[config.mk]
export PLATFORM = sky130hd
export DESIGN_NAME = eeprom_prog_ctrl
export DESIGN_NICKNAME = d
export VERILOG_FILES = /design/src/logic/prog_timer.v /design/src/logic/eeprom_prog_ctrl.v
export VERILOG_INCLUDE_DIRS = /design/src /design/src/logic
export SDC_FILE = /design/constraint.sdc
export NUM_CORES = 1
export LEC_CHECK = 0
export ABC_AREA = 1
export ABC_CLOCK_PERIOD_IN_PS = 5700
export BUFFER_PORTS_ARGS = -buffer_cell sky130_fd_sc_hd__buf_2
export CAP_MARGIN = 15
export CORE_ASPECT_RATIO = 1.1
export CORE_MARGIN = 2
export CORE_UTILIZATION = 40
export DETAILED_ROUTE_END_ITERATION = 10
export SYNTH_ARGS = -nofsm -noshare
export SYNTH_HDL_FRONTEND = slang
export SYNTH_SLANG_ARGS = --single-unit
[constraint.sdc]
create_clock -name clk -period 5.7 [get_ports clk]
set_clock_uncertainty 0.15 [all_clocks]
set_input_delay 0.285 -clock clk [delete_from_list [all_inputs] [get_ports clk]]
set_output_delay 0.285 -clock clk [all_outputs]
set_load 0.03 [all_outputs]
[src/logic/prog_ctrl_defs.vh]
// constants for the serial eeprom programming control block
`ifndef PROG_CTRL_DEFS_VH
`define PROG_CTRL_DEFS_VH
`define ADDR_W 8
`define DATA_W 16
`define WORDS 256
`define OP_EXT 2'h0
`define OP_WRITE 2'h1
`define OP_READ 2'h2
`define OP_ERASE 2'h3
`define EXT_WRITE_OFF 2'h0
`define EXT_WRITE_ALL 2'h1
`define EXT_ERASE_ALL 2'h2
`define EXT_WEN 2'h3
`define HDR_BITS 10
`define FRAME_BITS 26
`define CLK_PERIOD_NS 10
`define PROGRAM_TIME_NS 10000000
`define PROGRAM_CYCLES ((`PROGRAM_TIME_NS + `CLK_PERIOD_NS - 1) / `CLK_PERIOD_NS)
`define ERASED_WORD 16'hffff
`endif

[src/logic/prog_timer.v]
// self-timed programming cycle counter
`timescale 1ns/10ps
module prog_timer #(
    parameter CYCLES = 1000000
) (
    input wire clk,
    input wire nrst,
    input wire start,
    output reg busy_reg
);
    reg [31:0] count_reg;
    always @(posedge clk or negedge nrst) begin
        if (!nrst) begin
            count_reg <= 32'h0;
            busy_reg <= 1'b0;
        end else if (start && !busy_reg) begin
            count_reg <= CYCLES - 1;
            busy_reg <= 1'b1;
        end else if (busy_reg) begin
            if (count_reg == 32'h0) begin
                busy_reg <= 1'b0;
            end else begin
                count_reg <= count_reg - 32'h1;
            end
        end
    end
endmodule // prog_timer

[src/logic/eeprom_prog_ctrl.v]
// serial eeprom instruction receiver, programming cycle and ready/busy output
// Function
// [RULE1] write and write-all need latch set
// [RULE2] master drops select after last data bit
// [RULE3] select falling edge starts programming
// [RULE4] busy refuses instructions until cycle ends
// [RULE5] master waits deselect time before polling
// [RULE6] output low while busy, high when ready
// [RULE7] status shown without serial clock edges
// [RULE8] master avoids commands while busy
// [RULE9] master sends write-disable after writes
// [RULE10] write-all programs every word with pattern
// [RULE11] write-disable clears latch at select fall
// [RULE12] latch never gates reading
// [RULE13] erase sets addressed word to ones
// [RULE14] master drops select after last address bit
// [RULE15] erase-all sets whole array to ones
// [RULE16] writes overwrite without prior erase
// [RULE17] output high impedance while select low
// [RULE18] select toggling leaves programming unaffected
// [RULE19] ready shown until start bit clocked
// [RULE20] start bit begins new command
// [RULE21] latch cleared at reset, set by enable
// [RULE22] leading zeros skipped until start bit
// [RULE23] opcode, address, data msb first
// [RULE24] opcode and address msbs decode instruction
// [RULE25] programming time counted by own clock
`timescale 1ns/10ps
`include "prog_ctrl_defs.vh"
module eeprom_prog_ctrl #(
    parameter PROGRAM_CYCLES = `PROGRAM_CYCLES,
    parameter ADDR_W = `ADDR_W,
    parameter DATA_W = `DATA_W
) (
    input wire clk,
    input wire nrst,
    input wire chip_select,
    input wire serial_clock,
    input wire serial_in,
    output reg serial_out,
    output reg serial_out_oe_n,
    output reg write_enable_reg,
    output reg busy,
    output reg [ADDR_W-1:0] array_addr,
    output reg [DATA_W-1:0] array_wdata,
    output reg array_we,
    output reg array_all
);

    // synchroniser stages: _m catches the pin, _s is the settled copy,
    // _d is the settled copy one clock older, used for edge finding
    reg cs_m_reg;
    reg cs_s_reg;
    reg cs_d_reg;
    reg sclk_m_reg;
    reg sclk_s_reg;
    reg sclk_d_reg;
    reg sdin_m_reg;
    reg sdin_s_reg;

    // instruction receiver state
    reg started_reg;
    reg [4:0] nbits_reg;
    reg [1:0] op_reg;
    reg [ADDR_W-1:0] addr_reg;
    reg [DATA_W-1:0] data_reg;

    // ready indicator and the operation handed to the timer
    reg ready_show_reg;
    reg pending_reg;
    reg [ADDR_W-1:0] p_addr_reg;
    reg [DATA_W-1:0] p_data_reg;
    reg p_all_reg;

    // timer handshake
    wire timer_busy;
    wire launch_start;

    // decoded events and frame state
    wire cs_rise;
    wire cs_fall;
    wire sclk_rise;
    wire [1:0] ext;
    wire is_write;
    wire is_erase;
    wire is_write_all;
    wire is_erase_all;
    wire is_wen;
    wire is_write_off;
    wire hdr_done;
    wire data_done;
    wire prog_ok;
    wire data_frame;
    wire addr_frame;
    wire launch;
    wire start_seen;
    wire shift_op;
    wire shift_addr;
    wire shift_data;

    // edges come from the settled stages only, never from the catch stage
    assign cs_rise = cs_s_reg && !cs_d_reg;
    assign cs_fall = !cs_s_reg && cs_d_reg;
    // serial clock activity counts only while selected
    assign sclk_rise = sclk_s_reg && !sclk_d_reg && cs_s_reg;

    // [RULE24] opcode and address msbs decode
    assign ext = addr_reg[ADDR_W-1:ADDR_W-2];
    assign is_write = (op_reg == `OP_WRITE);
    assign is_erase = (op_reg == `OP_ERASE);
    assign is_write_all = (op_reg == `OP_EXT) && (ext == `EXT_WRITE_ALL);
    assign is_erase_all = (op_reg == `OP_EXT) && (ext == `EXT_ERASE_ALL);
    assign is_wen = (op_reg == `OP_EXT) && (ext == `EXT_WEN);
    assign is_write_off = (op_reg == `OP_EXT) && (ext == `EXT_WRITE_OFF);

    // data frames need all data bits, address-only frames stop after the header;
    // a shorter frame, or an address-only frame past the header, does nothing when select falls
    assign hdr_done = started_reg && (nbits_reg == 5'd`HDR_BITS);
    assign data_done = started_reg && (nbits_reg == 5'd`FRAME_BITS);

    // [RULE4] nothing new while the timer runs
    // the pending cycle counts as busy too, so two launches can never overlap
    assign prog_ok = !timer_busy && !pending_reg;
    assign data_frame = (is_write || is_write_all) && data_done;
    // [RULE15] erase-all launches like an erase
    assign addr_frame = (is_erase || is_erase_all) && hdr_done;
    // [RULE1] programming only with the latch set
    assign launch = cs_fall && prog_ok && write_enable_reg && (data_frame || addr_frame);

    // [RULE22] a one while idle is the start bit
    // start bits are refused while busy, so the status stays shown to the poller
    assign start_seen = sclk_rise && !started_reg && sdin_s_reg && !timer_busy;
    // [RULE23] opcode, address, data msb first
    assign shift_op = (nbits_reg < 5'h2);
    assign shift_addr = !shift_op && (nbits_reg < 5'd`HDR_BITS);
    assign shift_data = !shift_op && !shift_addr;

    // [RULE25] cycle count from the own clock
    prog_timer #(
        .CYCLES(PROGRAM_CYCLES)
    ) u_timer (
        .clk(clk),
        .nrst(nrst),
        .start(launch_start),
        .busy_reg(timer_busy)
    );
    // the timer starts one clock after the capture, so address and data are held
    assign launch_start = pending_reg;

    // pins come from another domain: two flip-flops before use
    always @(posedge clk or negedge nrst) begin
        if (!nrst) begin
            cs_m_reg <= 1'b0;
            cs_s_reg <= 1'b0;
            cs_d_reg <= 1'b0;
        end else begin
            cs_m_reg <= chip_select;
            cs_s_reg <= cs_m_reg;
            cs_d_reg <= cs_s_reg;
        end
    end

    // serial clock pin; idle low, so no false edge follows reset
    always @(posedge clk or negedge nrst) begin
        if (!nrst) begin
            sclk_m_reg <= 1'b0;
            sclk_s_reg <= 1'b0;
            sclk_d_reg <= 1'b0;
        end else begin
            sclk_m_reg <= serial_clock;
            sclk_s_reg <= sclk_m_reg;
            sclk_d_reg <= sclk_s_reg;
        end
    end

    // serial data pin; its level is used only at a serial clock edge
    always @(posedge clk or negedge nrst) begin
        if (!nrst) begin
            sdin_m_reg <= 1'b0;
            sdin_s_reg <= 1'b0;
        end else begin
            sdin_m_reg <= serial_in;
            sdin_s_reg <= sdin_m_reg;
        end
    end

    // instruction shift logic
    always @(posedge clk or negedge nrst) begin
        if (!nrst) begin
            started_reg <= 1'b0;
            nbits_reg <= 5'h0;
            op_reg <= 2'h0;
            addr_reg <= {ADDR_W{1'b0}};
            data_reg <= {DATA_W{1'b0}};
        end else if (cs_rise || !cs_s_reg) begin
            // [RULE20] select low resets the shifter
            started_reg <= 1'b0;
            nbits_reg <= 5'h0;
        end else if (start_seen) begin
            started_reg <= 1'b1;
        end else if (sclk_rise && started_reg && (nbits_reg != 5'd`FRAME_BITS)) begin
            // bits past a full frame are dropped; the counter saturates
            nbits_reg <= nbits_reg + 5'h1;
            if (shift_op) begin
                op_reg <= {op_reg[0], sdin_s_reg};
            end
            if (shift_addr) begin
                addr_reg <= {addr_reg[ADDR_W-2:0], sdin_s_reg};
            end
            if (shift_data) begin
                data_reg <= {data_reg[DATA_W-2:0], sdin_s_reg};
            end
        end
    end

    // write-enable latch
    // [RULE12] latch never gates reading
    always @(posedge clk or negedge nrst) begin
        if (!nrst) begin
            // [RULE21] programming disabled at power-up
            write_enable_reg <= 1'b0;
        end else if (cs_fall && hdr_done && prog_ok) begin
            // [RULE11] disable takes effect on select fall
            if (is_write_off) begin
                write_enable_reg <= 1'b0;
            end else if (is_wen) begin
                write_enable_reg <= 1'b1;
            end
        end
    end

    // capture the operation at select fall
    always @(posedge clk or negedge nrst) begin
        if (!nrst) begin
            pending_reg <= 1'b0;
            p_addr_reg <= {ADDR_W{1'b0}};
            p_data_reg <= {DATA_W{1'b0}};
            p_all_reg <= 1'b0;
        end else if (launch) begin
            // [RULE3] select fall starts the cycle
            pending_reg <= 1'b1;
            p_addr_reg <= addr_reg;
            // [RULE13] erase loads all ones
            p_data_reg <= (is_erase || is_erase_all) ? `ERASED_WORD : data_reg;
            // [RULE10] whole-array operations
            p_all_reg <= is_write_all || is_erase_all;
        end else begin
            pending_reg <= 1'b0;
        end
    end

    // array strobe; writes overwrite directly with no erase step
    always @(posedge clk or negedge nrst) begin
        if (!nrst) begin
            array_addr <= {ADDR_W{1'b0}};
            array_wdata <= {DATA_W{1'b0}};
            array_we <= 1'b0;
            array_all <= 1'b0;
            busy <= 1'b0;
        end else begin
            // [RULE16] direct overwrite
            array_we <= pending_reg;
            array_addr <= p_addr_reg;
            array_wdata <= p_data_reg;
            array_all <= p_all_reg;
            // [RULE4] busy until timer expires
            busy <= timer_busy || pending_reg;
        end
    end

    // ready/busy indicator driven to the serial output pin
    always @(posedge clk or negedge nrst) begin
        if (!nrst) begin
            ready_show_reg <= 1'b0;
            serial_out <= 1'b0;
            serial_out_oe_n <= 1'b1;
        end else begin
            if (launch) begin
                ready_show_reg <= 1'b1;
            end else if (start_seen) begin
                // [RULE19] start bit clears the indicator
                ready_show_reg <= 1'b0;
            end else if (cs_fall && prog_ok) begin
                // [RULE20] select low after completion clears it as well;
                // while busy a fall leaves it, so polling may toggle select
                ready_show_reg <= 1'b0;
            end
            // [RULE17] tri-state while select low
            // [RULE18] select toggling leaves timer alone
            // [RULE7] no serial clock needed
            serial_out_oe_n <= !(cs_s_reg && (ready_show_reg || launch));
            // [RULE6] low while busy, high when ready
            serial_out <= !(timer_busy || pending_reg);
        end
    end
endmodule // eeprom_prog_ctrl

======== Yosys cells after proc, flatten, opt, wreduce, memory -nomap -nowiden ========
Index checks and enable logic that the tools add are counted.
operators by class
  magnitude comparators ................... 2
  bitwise gates (word level) .............. 2
  add/subtract/negate cells ............... 2
  equal/unequal tests ..................... 10
  reductions and logical operators ........ 58
  mux-type cells .......................... 18
operators with widths
  kind                                                        count
  2-to-1 mux 32 bit                                           3
  zero test 32 bit                                            1
  subtractor 32 x 1 -> 32 bit, second input constant          1
  logical AND 1 bit                                           27
  2-to-1 mux 16 bit                                           1
  2-to-1 mux 5 bit                                            3
  AND reduction 4 bit                                         3
  2-to-1 mux 1 bit                                            11
  zero test 1 bit                                             10
  nonzero test 2 bit                                          4
  logical OR 1 bit                                            7
  equality test 2 bit, second input constant                  3
  AND reduction 2 bit                                         3
  adder 5 x 1 -> 5 bit, second input constant                 1
  equality test 5 x 4 -> 1 bit, second input constant         1
  equality test 5 bit, second input constant                  1
  less-than comparator 5 x 2 -> 1 bit, second input constant  1
  less-than comparator 5 x 4 -> 1 bit, second input constant  1
  != test 5 bit, second input constant                        1
  equality test 2 x 1 -> 1 bit, second input constant         2
  zero test 2 bit                                             2
  != test 2 x 1 -> 1 bit, second input constant               2
  nonzero test 3 bit                                          1
  inverter 1 bit                                              2
word-level totals
  output and inout port bits .............. 30
  input bits .............................. 5
  flip-flop bits (word level) ............. 130
  word-level logic and storage cells ...... 120

======== Depth between registers and ports, before layout ========
  depth after elaboration ................. 9
  mapped depth ............................ 12
  mapped depth without buffers ............ 11

======== By module ========
From an unflattened synthesis, not the netlist that was laid out.
second synthesis, totals
  cell total of the unflattened synthesis .. 704
  area, all modules ....................... 6118.4 sq um
modules (own cells, without submodules)
  module            sequential area each (sq um)  cells each  instances  area an instance (sq um)
  eeprom_prog_ctrl  2428.6                        368         1          3846.2
  prog_timer        825.8                         336         1          2272.2

======== Worst setup path after synthesis ========
No wires, ideal clock.
  path kind ............................... reg-to-reg
  start point ............................. register u_timer.count_reg[0]
  end point ............................... register u_timer.count_reg[15]
  data arrival time ....................... 1.599 ns
  period minus slack after synthesis ...... 1.872 ns
  setup slack ............................. 3.828 ns
  required time ........................... 5.427 ns
  library setup time ...................... 0.123 ns
  buffers on the path ..................... 2
  cell stages (with the launch flop) ...... 12
  cell sequence ........................... dfrtp_1 -> inv_1 -> ha_1 -> nand2_2 -> nor2_4 -> nand2_4 -> nor2_4 -> nor2_4 -> buf_6 -> buf_6 -> nand3_1 -> nand2_1
between the ends
  longest elaborated chain between the ends .. 4
  elaborated cells on any way between the ends .. 7
  those cells by class .................... add/sub (1); eq/ne (1); mux (3); reduce/logical (2)
RTL lines
  item                         RTL line         RTL
  start, declared              prog_timer.v:11  reg [31:0] count_reg;
  start signal, assigned       prog_timer.v:17  count_reg <= CYCLES - 1;
  start signal, assigned       prog_timer.v:23  count_reg <= count_reg - 32'h1;
  subtractor 32 x 1 -> 32 bit  prog_timer.v:23
  2-to-1 mux 32 bit            prog_timer.v:20  if (count_reg == 32'h0) begin
  2-to-1 mux 32 bit            prog_timer.v:19  end else if (busy_reg) begin
  2-to-1 mux 32 bit            prog_timer.v:16  end else if (start && !busy_reg) begin
Several ways; a longest one is shown, not always the timed one. The select of a mux whose other input is x is not followed.
A chain may end at the register's enable or synchronous reset.

======== Final worst setup path ========
  start point ............................. register op_reg[1]
  end point ............................... register p_addr_reg[3]
between the ends
  longest elaborated chain between the ends .. 6
  elaborated cells on any way between the ends .. 11
  those cells by class .................... eq/ne (2); reduce/logical (9)
RTL lines
  item                                         RTL line                                        RTL
  start, declared                              eeprom_prog_ctrl.v:64                           reg [1:0] op_reg;
  start signal, assigned                       eeprom_prog_ctrl.v:205                          op_reg <= {op_reg[0], sdin_s_reg};
  zero test 2 bit (no source line)             -
  logical AND 1 bit, on equally long branches  eeprom_prog_ctrl.v:111, eeprom_prog_ctrl.v:112
  logical OR 1 bit, on equally long branches   eeprom_prog_ctrl.v:124, eeprom_prog_ctrl.v:126
  logical AND 1 bit, on equally long branches  eeprom_prog_ctrl.v:124, eeprom_prog_ctrl.v:126
  logical OR 1 bit *                           eeprom_prog_ctrl.v:128                          assign launch = cs_fall && prog_ok && write_enable_reg && (data_frame || addr_frame);
  logical AND 1 bit *                          eeprom_prog_ctrl.v:128
  net launch                                   eeprom_prog_ctrl.v:95                           wire launch;
  end signal, assigned                         eeprom_prog_ctrl.v:236                          p_addr_reg <= {ADDR_W{1'b0}};
  end signal, assigned                         eeprom_prog_ctrl.v:242                          p_addr_reg <= addr_reg;
  end, declared                                eeprom_prog_ctrl.v:71                           reg [ADDR_W-1:0] p_addr_reg;
The timed path passes the listed nets; every way through them passes the cells marked *.

==> run metrics <==
status=complete, no violations; number of CTS-inserted buffers=17; Layout Nets=707; CP Capture Type=flop; cell leakage power=3.566 nW; Antenna Cells=0; routed via count=4,341; Die X=117.5 µm; Resize count post-CTS=0; io pins=35; number of flip-flops in the largest register=32; Port Buffers=34; Routability Congestion=0.8439; RR Startpoint=op_reg[1]; CP arrival=2.63 ns; fraction of layout cells with a size suffix above 1=0.1390; Detailed Route WL=11,600 µm; Slowest cell on crit path=dfrtp_1; Worst Hold Class=flop to flop; hold path depth=0; CP dominant cell by count=nand2_1; placed instance count=864; critical path class=flop to flop; reg-to-reg setup timing slack=3.27 ns; Pwr Total=2.070 mW; register area share after synthesis=0.5739; slowest stage delay, CP=0.42 ns; first-pass GRT wire length=20,180 µm; clk root buf=clkbuf_16; final count of negative-setup-slack endpoints=0; CTS tree=yes; cell count after synthesis=656; ANT nets after route=0; Yosys cell types=33; Hold Crit Start=sclk_m_reg; num rows=45; Largest delay share family, worst path=simple AND/OR/NAND/NOR gates; Post-DP HPWL=7793 µm; grt ovf=0; critical path depth in cells=10; Pwr per Cell Area=312.1 mW/mm²; Die Y=128.9 µm; Worst setup startpoint=op_reg[1]; Worst EP required=5.90 ns; Yosys reg bits=130; post-DR vias/cell=4.823; # clock sinks=130; Finished Layout Cells=900; max_cap viols=0; startpoint class of the critical path=flop; Clk Latency, worst-skew pair=0.42 ns; Initial DRC Count=230; synthesized area per cell=8.644 µm²; htree depth=4; drt first pass iters=4; initial antenna violation count=0; min Tclk post-route=2.431 ns; Mapped Area=0.005670 mm²; Final Hold Viols=0; Cell Chain, Critical Path=nor2_2, nand3_1, o21ai_2, nand2_1, nand2_1, nand2_1, buf_4, inv_2, nand2_1, nand2_1; Final TNS setup=0 ns; Slew headroom=0.3602; Worst R2R Path Depth=10; fin crit share=0.4264; maximum vdd drop=192.2 µV; CTS clock-pin slew for the worst setup and hold paths=0.06 ns; Slew Viols, Final=0; average wire per standard cell=12.88 µm; residual DRC count=0; Die ar.=0.01515 mm²; Syn. warnings=0; Max clock buf depth=2; Core Region=0.01385 mm²; area grow syn2layout=16.97%; vias in the first global route=4,387; RSZ-0062 raised after global routing=no; largest net degree at the start of global routing=75; gr usage total=0.1689; initial cell density of the core=0.4094; Worst-Margin Slew=0.9573 ns; fmax=411.4 MHz; WP buf/inv=2; Post-Syn Nets=664; Critical Path Fanout Max=28
worst paths after layout:
| check | end |
|---|---|
| setup / recovery | p_addr_reg[3] |
| hold / removal | sclk_s_reg |
| setup reg to reg | p_addr_reg[3] |
| hold reg to reg | sclk_s_reg |
| max in group asynchronous | array_wdata[14] |
| min in group asynchronous | u_timer.count_reg[9] |
layout make-up:
class                           count  area (µm²)
Fill cell                        1332        7218
Inverter                           49       183.9
Timing Repair Buffer               41       235.2
Clock buffer                       21       460.4
Clock inverter                     11       152.6
Tap cell                          188       235.2
Sequential cell                   130        3254
Multi-Input combinational cell    460        2111
cell usage after synthesis (all sizes together):
library cell  count  share of area
or2               3         0.0033
ha                3         0.0066
clkbuf            5         0.0033
xor2              6         0.0093
nand2           215           0.15
nand3            47          0.042
nand3b            3         0.0040
nor3b             1         0.0013
o21bai            2         0.0026
a21oi            10         0.0088
xnor2             2         0.0031
buf              12          0.018
inv              49          0.032
o21ai            46          0.043
nor3              7         0.0090
nand4            14          0.015
dfrtp           129           0.57
dfstp             1         0.0046
and2              1         0.0011
nor2            100          0.076
cell families after synthesis:
| kind of cell | count (synthesis) | share of synthesized area |
|---|---|---|
| AO/OA/AOI/OAI | 58 | 0.05472 |
| XOR/XNOR | 8 | 0.01236 |
| adder cells (fa/ha/maj) | 3 | 0.006620 |
| buffers and inverters | 66 | 0.05384 |
| flip-flops | 130 | 0.5739 |
| AND/OR/NAND/NOR | 391 | 0.2985 |
layout by cell type, fill, tap and decap left out, drive strengths merged, types with 2 or more instances in the layout:
cell type and count:
dlygate4sd3 4, clkinv 3, nor2 100, xnor2 2
a21oi 10, nor3 7, nand3b 3, dfrtp 129
o21ai 46, nand3 47, ha 3, or2 3
clkbuf 21, buf 37, clkinvlp 3, xor2 6
nand4 14, inv 51, nand2 215, o21bai 2
bufinv 3
routing by layer:
metal	wire length, µm	share of wire	global-route usage
met1	5078	0.44	0.1967
met2	5834	0.50	0.2941
met3	482	0.042	0.04654
met4	199	0.017	0.07583
met5	0	0	0
report_power, final:
part	switching [mW]	internal, mW
logic	0.0200	0.00431
clock network	0.404	0.714
registers	0.00169	0.927
total	0.426	1.64
through the flow:
stage	worst slack (ns)	cell area, µm²	hold WS, ns	utilization
3_5_place_dp	3.295	5979	0.1855	0.4317
3_3_place_gp	3.356	5979	0.1848	0.4317
5_1_grt	2.978	6633	0.1994	0.4789
6_report	3.269	6633	0.1982	0.4789
4_1_cts	3.253	6633	0.1987	0.4789
2_1_floorplan	3.828	5670	-0.1606	-
repair_timing:
item,CTS,global route
endpoints found under the hold margin,58,0
buffers inserted,0,0
hold buffers,4,0
Note: power is estimated with default switching activity, not from simulation.
